==> src/hdl/seqled_pkg.sv <==
/*
  Package for the sequential LED enable and fault control block.
  Assumes a 50 MHz system clock; the step period is a 16 ms parameter and strap values come from pins.
*/
`default_nettype none

package seqled_pkg;

  // ----------------------------------------------------------------
  // Sizes and timing
  // ----------------------------------------------------------------
  localparam int unsigned NUM_SWITCHES     = 6;
  localparam int unsigned GROUP_SIZE       = 3;
  localparam int unsigned CLK_FREQ_HZ      = 50_000_000;
  localparam int unsigned STEP_PERIOD_MS   = 16;
  localparam int unsigned STEP_PERIOD_CYC  = (CLK_FREQ_HZ / 1000) * STEP_PERIOD_MS;
  localparam int unsigned STEP_CNT_W       = 24;
  localparam int unsigned STEP_IDX_W       = 3;
  localparam int unsigned SYNC_CNT_W       = 4;

  // ----------------------------------------------------------------
  // Strap field positions
  // ----------------------------------------------------------------
  localparam int unsigned DIR_BIT          = 3;
  localparam logic        DIR_DIM_DOWN     = 1'b0;
  localparam logic        DIR_DIM_UP       = 1'b1;

  // ----------------------------------------------------------------
  // Reset values (switch closed = 1, LED shunted)
  // ----------------------------------------------------------------
  localparam logic [5:0]  SW_ALL_OPEN      = 6'h00;
  localparam logic [5:0]  SW_ALL_CLOSED    = 6'h3F;

  // Sequencer states
  typedef enum logic [2:0] {
    SEQLED_ST_POWERUP = 3'b000,
    SEQLED_ST_IDLE    = 3'b001,
    SEQLED_ST_WAIT    = 3'b010,
    SEQLED_ST_RUN     = 3'b011,
    SEQLED_ST_DONE    = 3'b100
  } seqled_state_t;

  // Open-drain pin as data and pull-down enable
  typedef struct packed {
    logic out;
    logic oe;
  } seqled_od_t;

  // Fault inputs from analog detectors
  typedef struct packed {
    logic open_led;
    logic short_led;
    logic thermal_shdn;
  } seqled_fault_t;

endpackage

`default_nettype wire

==> src/hdl/seqled_ctrl.sv <==
/*
  Enable, sequencing and fault control for the six-switch LED bypass controller.
  Assumes pins are wired open-drain with external pull-ups; analog blocks supply
  ready and fault levels.
*/
// Summary of operation
// - While enable is sensed low every bypass switch stays open.
// - Enable is driven low from power-up until the charge pump and circuits are ready.
// - Sequencing starts only on a rising enable, using the strapped direction and the fixed step period.
// - The fault pin is pulled low as long as thermal shutdown, or an LED fault while enable is high, is present.
// - Fault causes are open LED, shorted LED or thermal shutdown.
// - LED fault detection is disabled while enable is low.
// - The device acts on the sensed enable level, not on its own drive.
// - Switch off lights its LEDs, switch on shunts them.
// - Switches form two groups of three that step as one sequence of six.
// - The sync line is a shared open-drain pin for chains beyond six segments.
// - Pulling enable low opens all switches at once for hazard lighting.
// - Dim down starts open and closes from switch six; dim up starts closed and opens from one.
// - The first switch changes at the end of the first step period, through the last.
// - Position N waits N sync rising edges, holds sync low while running, then releases.
`timescale 1ns/1ps
`default_nettype none

module seqled_ctrl
  import seqled_pkg::*;
#(
  parameter int unsigned STEP_CYCLES = STEP_PERIOD_CYC
) (
  // Clock and reset
  input  wire logic                    i_clk_sys,
  input  wire logic                    i_rstn,
  // Analog status
  input  wire logic                    i_pump_ready,
  input  wire seqled_fault_t           i_fault,
  // Straps
  input  wire logic [3:0]              i_threshold_direction_strap,
  input  wire logic [3:0]              i_chain_position_strap,
  // Enable pin
  input  wire logic                    i_en_in,
  output logic                         o_en_out,
  output logic                         o_en_oe,
  // Sync pin
  input  wire logic                    i_sync_in,
  output logic                         o_sync_out,
  output logic                         o_sync_oe,
  // Fault pin
  output logic                         o_fault_out_n,
  output logic                         o_fault_oe,
  // Switch gates, 1 = closed
  output logic [NUM_SWITCHES-1:0]      o_switch_on,
  // Fault detection enable to analog
  output logic                         o_detect_en
);

  // ----------------------------------------------------------------
  // Reset release
  // ----------------------------------------------------------------
  logic [1:0] rst_sync_q;
  logic       rstn;

  always_ff @(posedge i_clk_sys or negedge i_rstn) begin
    if (!i_rstn) begin
      rst_sync_q <= 2'h0;
    end else begin
      rst_sync_q <= {rst_sync_q[0], 1'b1};
    end
  end
  assign rstn = rst_sync_q[1];

  // ----------------------------------------------------------------
  // State
  // ----------------------------------------------------------------
  typedef struct packed {
    logic [1:0]              en_sy;
    logic [1:0]              sync_sy;
    logic                    sync_prev;
    seqled_state_t           st;
    logic                    dir;
    logic [3:0]              pos;
    logic [SYNC_CNT_W-1:0]   sync_cnt;
    logic [STEP_CNT_W-1:0]   tick;
    logic [STEP_IDX_W-1:0]   step;
    logic [NUM_SWITCHES-1:0] sw;
    logic                    en_drv;
    logic                    sync_drv;
    logic                    fault_out_n;
    logic                    det;
  } seqled_regs_t;

  seqled_regs_t r_q;
  seqled_regs_t r_d;
  logic         en_hi;
  logic         sync_rise;
  logic         step_end;
  logic [NUM_SWITCHES-1:0] sw_pattern;
  logic [NUM_SWITCHES-1:0] sw_start;

  // Sensed levels after the second flop only
  assign en_hi     = r_q.en_sy[1];
  assign sync_rise = r_q.sync_sy[1] & ~r_q.sync_prev;
  assign step_end  = (r_q.tick == STEP_CNT_W'(STEP_CYCLES - 1));
  assign sw_start  = (r_q.dir == DIR_DIM_UP) ? SW_ALL_CLOSED : SW_ALL_OPEN;

  // Per-switch pattern after step+1 changes
  genvar gi;
  generate
    for (gi = 0; gi < NUM_SWITCHES; gi++) begin : g_sw
      // Dim up opens from switch one; dim down closes from switch six
      always_comb begin
        if (r_q.dir == DIR_DIM_UP) begin
          sw_pattern[gi] = (gi > int'(r_q.step));
        end else begin
          sw_pattern[gi] = (gi >= NUM_SWITCHES - 1 - int'(r_q.step));
        end
      end
    end
  endgenerate

  // ----------------------------------------------------------------
  // Next state
  // ----------------------------------------------------------------
  always_comb begin
    r_d           = r_q;
    r_d.en_sy     = {r_q.en_sy[0], i_en_in};
    r_d.sync_sy   = {r_q.sync_sy[0], i_sync_in};
    r_d.sync_prev = r_q.sync_sy[1];
    // Fault flag ORs the three causes, the two LED causes only while detection is live
    r_d.det = en_hi;
    r_d.fault_out_n = i_fault.thermal_shdn |
              (en_hi & (i_fault.open_led | i_fault.short_led));
    unique case (r_q.st)
      SEQLED_ST_POWERUP: begin
        r_d.en_drv = 1'b1;
        r_d.sw     = SW_ALL_OPEN;
        if (i_pump_ready) begin
          // Straps sampled once, when bias is up
          r_d.dir    = i_threshold_direction_strap[DIR_BIT];
          r_d.pos    = i_chain_position_strap;
          r_d.en_drv = 1'b0;
          r_d.st     = SEQLED_ST_IDLE;
        end
      end
      SEQLED_ST_IDLE: begin
        r_d.sw = SW_ALL_OPEN;
        if (en_hi) begin
          // Rising enable: load start pattern, then wait for chain turn
          r_d.sw       = sw_start;
          r_d.sync_cnt = '0;
          r_d.tick     = '0;
          r_d.step     = '0;
          r_d.st       = SEQLED_ST_WAIT;
        end
      end
      SEQLED_ST_WAIT: begin
        if (r_q.sync_cnt == r_q.pos) begin
          r_d.sync_drv = 1'b1;
          r_d.st       = SEQLED_ST_RUN;
        end else if (sync_rise) begin
          r_d.sync_cnt = r_q.sync_cnt + 1'b1;
        end
      end
      SEQLED_ST_RUN: begin
        r_d.tick = r_q.tick + 1'b1;
        if (step_end) begin
          // Each group of three is a slice of one pattern vector
          r_d.tick = '0;
          r_d.sw   = sw_pattern;
          r_d.step = r_q.step + 1'b1;
          if (r_q.step == STEP_IDX_W'(NUM_SWITCHES - 1)) begin
            r_d.sync_drv = 1'b0;
            r_d.st       = SEQLED_ST_DONE;
          end
        end
      end
      SEQLED_ST_DONE: begin
        // Hold end state until enable toggles
      end
      default: r_d.st = SEQLED_ST_POWERUP;
    endcase
    // Enable low: everything open, counters cleared, back to idle
    if (r_q.st != SEQLED_ST_POWERUP && !en_hi) begin
      r_d.sw       = SW_ALL_OPEN;
      r_d.sync_drv = 1'b0;
      r_d.sync_cnt = '0;
      r_d.tick     = '0;
      r_d.step     = '0;
      r_d.st       = SEQLED_ST_IDLE;
    end
  end

  // ----------------------------------------------------------------
  // Registers
  // ----------------------------------------------------------------
  always_ff @(posedge i_clk_sys or negedge rstn) begin
    if (!rstn) begin
      r_q        <= '0;
      r_q.st     <= SEQLED_ST_POWERUP;
      r_q.en_drv <= 1'b1;
      r_q.sw     <= SW_ALL_OPEN;
      // Sync idles high on its pull-up, so start there and see no false rise
      r_q.sync_sy   <= 2'h3;
      r_q.sync_prev <= 1'b1;
    end else begin
      r_q <= r_d;
    end
  end

  // Outputs straight from flops; open-drain outputs drive zero
  assign o_en_out      = 1'b0;
  assign o_en_oe       = r_q.en_drv;
  assign o_sync_out    = 1'b0;
  assign o_sync_oe     = r_q.sync_drv;
  assign o_fault_out_n = 1'b0;
  assign o_fault_oe    = r_q.fault_out_n;
  assign o_switch_on   = r_q.sw;
  assign o_detect_en   = r_q.det;

endmodule

`default_nettype wire

==> config.mk <==
export PLATFORM = sky130hd
export DESIGN_NAME = seqled_ctrl
export DESIGN_NICKNAME = d
export VERILOG_FILES = /design/src/hdl/seqled_pkg.sv /design/src/hdl/seqled_ctrl.sv
export SDC_FILE = /design/constraint.sdc
export NUM_CORES = 1
export LEC_CHECK = 0
export BUFFER_PORTS_ARGS = -buffer_cell sky130_fd_sc_hd__buf_2
export CAP_MARGIN = 20
export CORE_ASPECT_RATIO = 1.1
export CORE_UTILIZATION = 64
export CTS_BUF_LIST = sky130_fd_sc_hd__clkbuf_16
export CTS_CLUSTER_DIAMETER = 80
export CTS_CLUSTER_SIZE = 40
export DETAILED_ROUTE_END_ITERATION = 8
export PLACE_DENSITY = 0.93
export REMOVE_ABC_BUFFERS = 1
export SLEW_MARGIN = 40
export SYNTH_ARGS = -nofsm -noshare
export SYNTH_HDL_FRONTEND = slang
export SYNTH_SLANG_ARGS = --single-unit
export TNS_END_PERCENT = 1
==> constraint.sdc <==
create_clock -name i_clk_sys -period 3.04 [get_ports i_clk_sys]
set_input_delay 0.152 -clock i_clk_sys [delete_from_list [all_inputs] [get_ports i_clk_sys]]
set_output_delay 0.152 -clock i_clk_sys [all_outputs]
set_load 0.01 [all_outputs]
== Word-level counts from Yosys, hierarchy flattened ==
Cells that the tools add are included.
Word-level totals
  memories kept: 0
  bits of input ports: 16
  word-level logic and storage cells: 93
  bits in writable memories: 0
  output and inout port bits: 13
  bits in registers: 56
  ROM bits: 0
  bits in latches: 0
Operators by class
  multiply operators: 0
  order comparisons: 11
  muxes and demuxes: 28
  divide/modulo/power cells: 0
  shift-type cells: 0
  bitwise operators: 5
  reductions and logical operators: 15
  eq/ne operators: 15
  add/subtract/negate cells: 4
Operator list (number)
  $mux W37: 2
  $ge A1 B32 Y1 const A: 2
  $ge A2 B32 Y1 const A: 2
  $ge A3 B32 Y1 const A: 2
  $pmux W27 S2: 1
  $mux W33: 1
  $add A24 B1 Y24 const B: 1
  $eq A24 B20 Y1 const B: 1
  $ne A3 B3 Y1 const B: 7
  $pmux W6 S3: 1
  $mux W3: 5
  $pmux W3 S5: 1
  $reduce_bool A3 Y1: 4
  $mux W1: 11
  $mux W4: 2
  $mux W8: 1
  $pmux W4 S2: 1
  $reduce_and A4 Y1: 2
  $eq A3 B2 Y1 const B: 2
  $eq A3 B3 Y1 const B: 2
  $gt A2 B3 Y1 const A: 2
  $gt A3 B3 Y1 const A: 2
  $mux W6: 1
  $reduce_and A2 Y1: 3
  17 further kinds: 19

== Depth between registers and ports, before layout ==
  depth after elaboration: 6
  mapped depth: 7
  depth with buffers taken out: 7

== Least setup slack after synthesis ==
No wires, ideal clock.
  path kind: reg2reg
  from: reg r_q[13] (netlist bit)
  to: reg r_q (netlist bit o_switch_on[0])
  data arrival time: 1.777 ns
  setup time: 0.122 ns
  data required time: 2.918 ns
  period minus slack after synthesis: 1.899 ns
  stages on the path, launching flop included: 8
  path buffers: 1
  slack: 1.141 ns
  cell sequence: dfrtp_1 > ha_1 > nand3_4 > nor3_4 > a31oi_4 > or2_1 > buf_2 > a32o_1
On the way
  cells in the longest elaborated chain, start to end: 3
Ends and longest elaborated chain
  start, declared: RTL line seqled_ctrl.sv:90  | seqled_regs_t r_q;
  start signal, assigned: RTL line seqled_ctrl.sv:204  | r_q <= r_d;
  $eq A24 B20 Y1: RTL line seqled_ctrl.sv:101  | assign step_end = (r_q.tick == STEP_CNT_W'(STEP_CYCLES - 1));
  $ne A3 B3 Y1 (no line)
  $reduce_and A2 Y1 (no line)
No other way between the ends.
A chain may end at the register's enable or synchronous reset.

== Worst setup path after layout ==
  from: reg r_q[46] (netlist bit)
  to: reg r_q[34] (netlist bit)
On the way
  cells in the longest elaborated chain, start to end: 4
  elaborated cells between the ends (all ways): 9
  those cells by class: eq/ne (3); mux (2); reduce/logical (4)
Ends and longest elaborated chain
  $reduce_bool A3 Y1: RTL line seqled_ctrl.sv:181  | if (r_q.st != SEQLED_ST_POWERUP && !en_hi) begin
  $logic_and A1 B1 Y1: RTL line seqled_ctrl.sv:181
  $ne A3 B3 Y1 (no line) or $reduce_bool A3 Y1 (tied branches)
  $reduce_and A2 Y1 (no line)
Several ways; a longest one is shown, not always the timed one.

==> results_dict.tcl <==
set metrics [dict create \
    status "finished clean" \
    num_antenna_cells 0 \
    async_reset_ff_share_pct 100 \
    rsz0062_at_grt "false" \
    portBuffers 22 \
    start_kind "register" \
    antenna_found_initial 0 \
    arrival_ns 2.28 \
    dr.pass1.iters 4 \
    die_x_um 68.1 \
    postRouteAntennaNets 0 \
    setup_viol 0 \
    r2r-start "r_q[46]" \
    max_slew_margin_pct 55.8 \
    hp-class "primary input to register" \
    cts-resized-gates 0 \
    cts_buffers 5 \
    cts_setup_buffers 0 \
    drv_cap 0 \
    avgSynthCellArea_um2 10.4 \
    finalCritPeriodShare_pct 69.0 \
    syn-cell-area_um2 3080 \
    yosys.cell_types.count 59 \
    path_clk_slew_ns 0.07 \
    clk_path_buf_depth 2 \
    grt_usage_pct 27.2 \
    worst-path-buf-inv 0 \
    wirelength_um 6010 \
    drc 0 \
    dieArea_um2 5090 \
    vias 2282 \
    slew_viol_final 0 \
    fin_cells 370 \
    cp_top_family "compound AO/OA/AOI/OAI gates" \
    synth_seq_cells 56 \
    gp_congestion 0.870 \
    io_pins 29 \
    holdBufCountCts 3 \
    worstPathMaxFanout 12 \
    synth.yosys.seq_area_share_pct 45.7 \
    syn2layout_area_growth_pct 8.58 \
    drive_gt1_share_pct 18.2 \
    ir_drop_mv 0.417 \
    gr-total-overflow 0 \
    core_um2 4620 \
    via_per_inst 6.17 \
    hpwlAfterDp_um 4220 \
    h-tree-depth 2 \
    crit_chain "nand2b_1 -> a2111oi_4 -> nand4_1 -> xor2_1 -> nor2_1" \
    syn-instance-count 296 \
    num_rows 26 \
    worstMarginPinSlew_ns 0.663 \
    cts_tree "done" \
    grt_start_max_net_pins 54 \
    grt_pass1_vias 2309 \
    clock.fmax_ghz 0.477 \
    clockRootBuffer "clkbuf_16" \
    final_net_count 340 \
    cp.required_ns 3.22 \
    slowest_stage "a2111oi_4" \
    period_needed_ns 2.10 \
    dp_cells 359 \
    drt-initial-drc-count 208 \
    startpoint "r_q[46]" \
    fin_skew_ns 0.00577 \
    synth-edff-count 0 \
    cp-end-kind "register" \
    p_leak_uw 0.00144 \
    dominantRegCellSynth "dfrtp_1" \
    clk_latency_ns 0.29 \
    grt_pass1_wl_um 10300 \
    cpPeakStageDelay_ns 0.69 \
    holdCritStartpoint "i_fault[0]" \
    start_util_pct 66.6 \
    clock-sinks 56 \
    critical_path_class "register to register" \
    ys_warn_count 0 \
    powerDensity_nw_per_um2 555 \
    wire_per_inst_um 16.2 \
    fin_setup_tns_ns 0 \
    finalHoldViolations 0 \
    die_y_um 74.7 \
]
## final cells by class
| type | count | area [um^2] |
|---|---|---|
| multi-input combinational | 216 | 1530 |
| clock buffer | 5 | 125 |
| clock inverter | 3 | 17.5 |
| fill | 338 | 1280 |
| timing repair buffer | 28 | 163 |
| inverter | 6 | 22.5 |
| tap | 56 | 70.1 |
| sequential | 56 | 1410 |
## flip-flops by register name, summed over array words and instances, names as in the netlist
| signal | flops |
|---|---|
| r_d | 3 |
| rst_sync_q | 2 |
| o_fault_oe | 1 |
| o_detect_en | 1 |
| r_q | 40 |
| en_hi | 1 |
| o_en_oe | 1 |
| o_sync_oe | 1 |
| o_switch_on | 6 |
## metrics by stage
step	instance area [um^2]	total power, uW	utilization, %	hold WS, ns	setup slack, ns
after floorplan	2960	1170	-	-0.144	1.17
after global placement	3170	1270	68.5	-0.0633	1.04
after detailed placement	3170	1300	68.6	-0.0607	0.973
after CTS	3340	1860	72.3	0.0714	0.946
after global routing	3340	1940	72.3	0.0674	0.778
final	3340	1850	72.3	0.0703	0.942
## path summary, 6_finish.rpt
kind                            cells after the start  slack, ns            end
worst max-delay path                                5       0.94        r_q[34]
worst min-delay path                                2       0.07     o_fault_oe
worst max register to register                      5       0.94        r_q[34]
worst min register to register                      0       0.35  rst_sync_q[1]
max in group asynchronous                           1       2.09        r_d[49]
min in group asynchronous                           2       0.16  rst_sync_q[0]
## cells in the final DEF, fill, tap and decap left out, types with 2 or more instances in the layout
cell type	n
xnor2_1	6
conb_1	4
a31oi_1	5
nor3_1	4
mux2_2	6
ha_1	11
dlygate4sd3_1	3
nand2b_1	8
nand3_1	19
clkbuf_16	5
inv_1	6
nand2_1	20
dfrtp_1	51
nor2_1	28
and3_1	5
mux2i_1	3
a21o_1	6
a32oi_1	2
o21ai_0	15
dfstp_2	4
o31ai_1	2
nand4_1	9
a2111oi_4	2
xor2_1	14
a21oi_1	4
a22o_1	2
buf_2	22
or2_1	2
and4_1	3
a32o_1	7
buf_4	3
nor2b_1	3
## layer usage
metal	track usage, %	wire [um]	part of all wire [%]	vias to the layer above
met5	0	0	0	-
met4	10.2	97	1.6	0
met3	4.85	207	3.4	10
met2	49.0	3220	54	56
met1	31.9	2480	41	1131
li1	-	-	-	1085
## synthesized netlist by cell type (all sizes together), types with 2 or more instances
cell     number  area share (%)
and4bb        2            0.81
nand3        20             3.7
conb          2            0.24
mux2          6             2.2
and4          3            0.85
nand2b        8             1.6
a21oi         5             1.2
dfrtp        52              42
xnor2         6             1.7
nor2b         3            0.61
dfstp         4             3.4
o31ai         2            0.49
buf          17             3.6
a2111oi       2             1.8
nand2        20             2.4
clkbuf        3            0.37
nor3          6             1.5
xor2         14             4.0
a22o          2            0.57
and3          5             1.0
nand4         9             1.8
nor3b         2            0.65
inv           6            0.73
a32oi         2            0.57
a31oi         6             1.7
or2           2            0.41
o21ai        15             2.4
a32o          7             2.3
nor2         29             3.6
ha           11             4.5
mux2i         3            0.98
a21o          6             1.5
## logic make-up (layout without fill, tap and decap cells)
group	after synthesis	in the layout	share of synthesized area [%]
AO/OA/AOI/OAI	56	56	15.0
AND/OR/NAND/NOR	116	116	20.9
flip-flops	56	56	45.7
adder cells (fa/ha/maj)	11	11	4.47
multiplexers	9	9	3.17
buffers and inverters	26	42	4.72
other	2	4	0.244
XOR/XNOR	20	20	5.69
## report_power, final
part / leakage (uW) / switching [uW] / internal, uW
clock: 0.0000716 / 261 / 305
sequential: 0.000735 / 91.8 / 821
combinational: 0.000635 / 211 / 164
total: 0.00144 / 564 / 1290
Note: power is estimated with default switching activity, not from simulation.
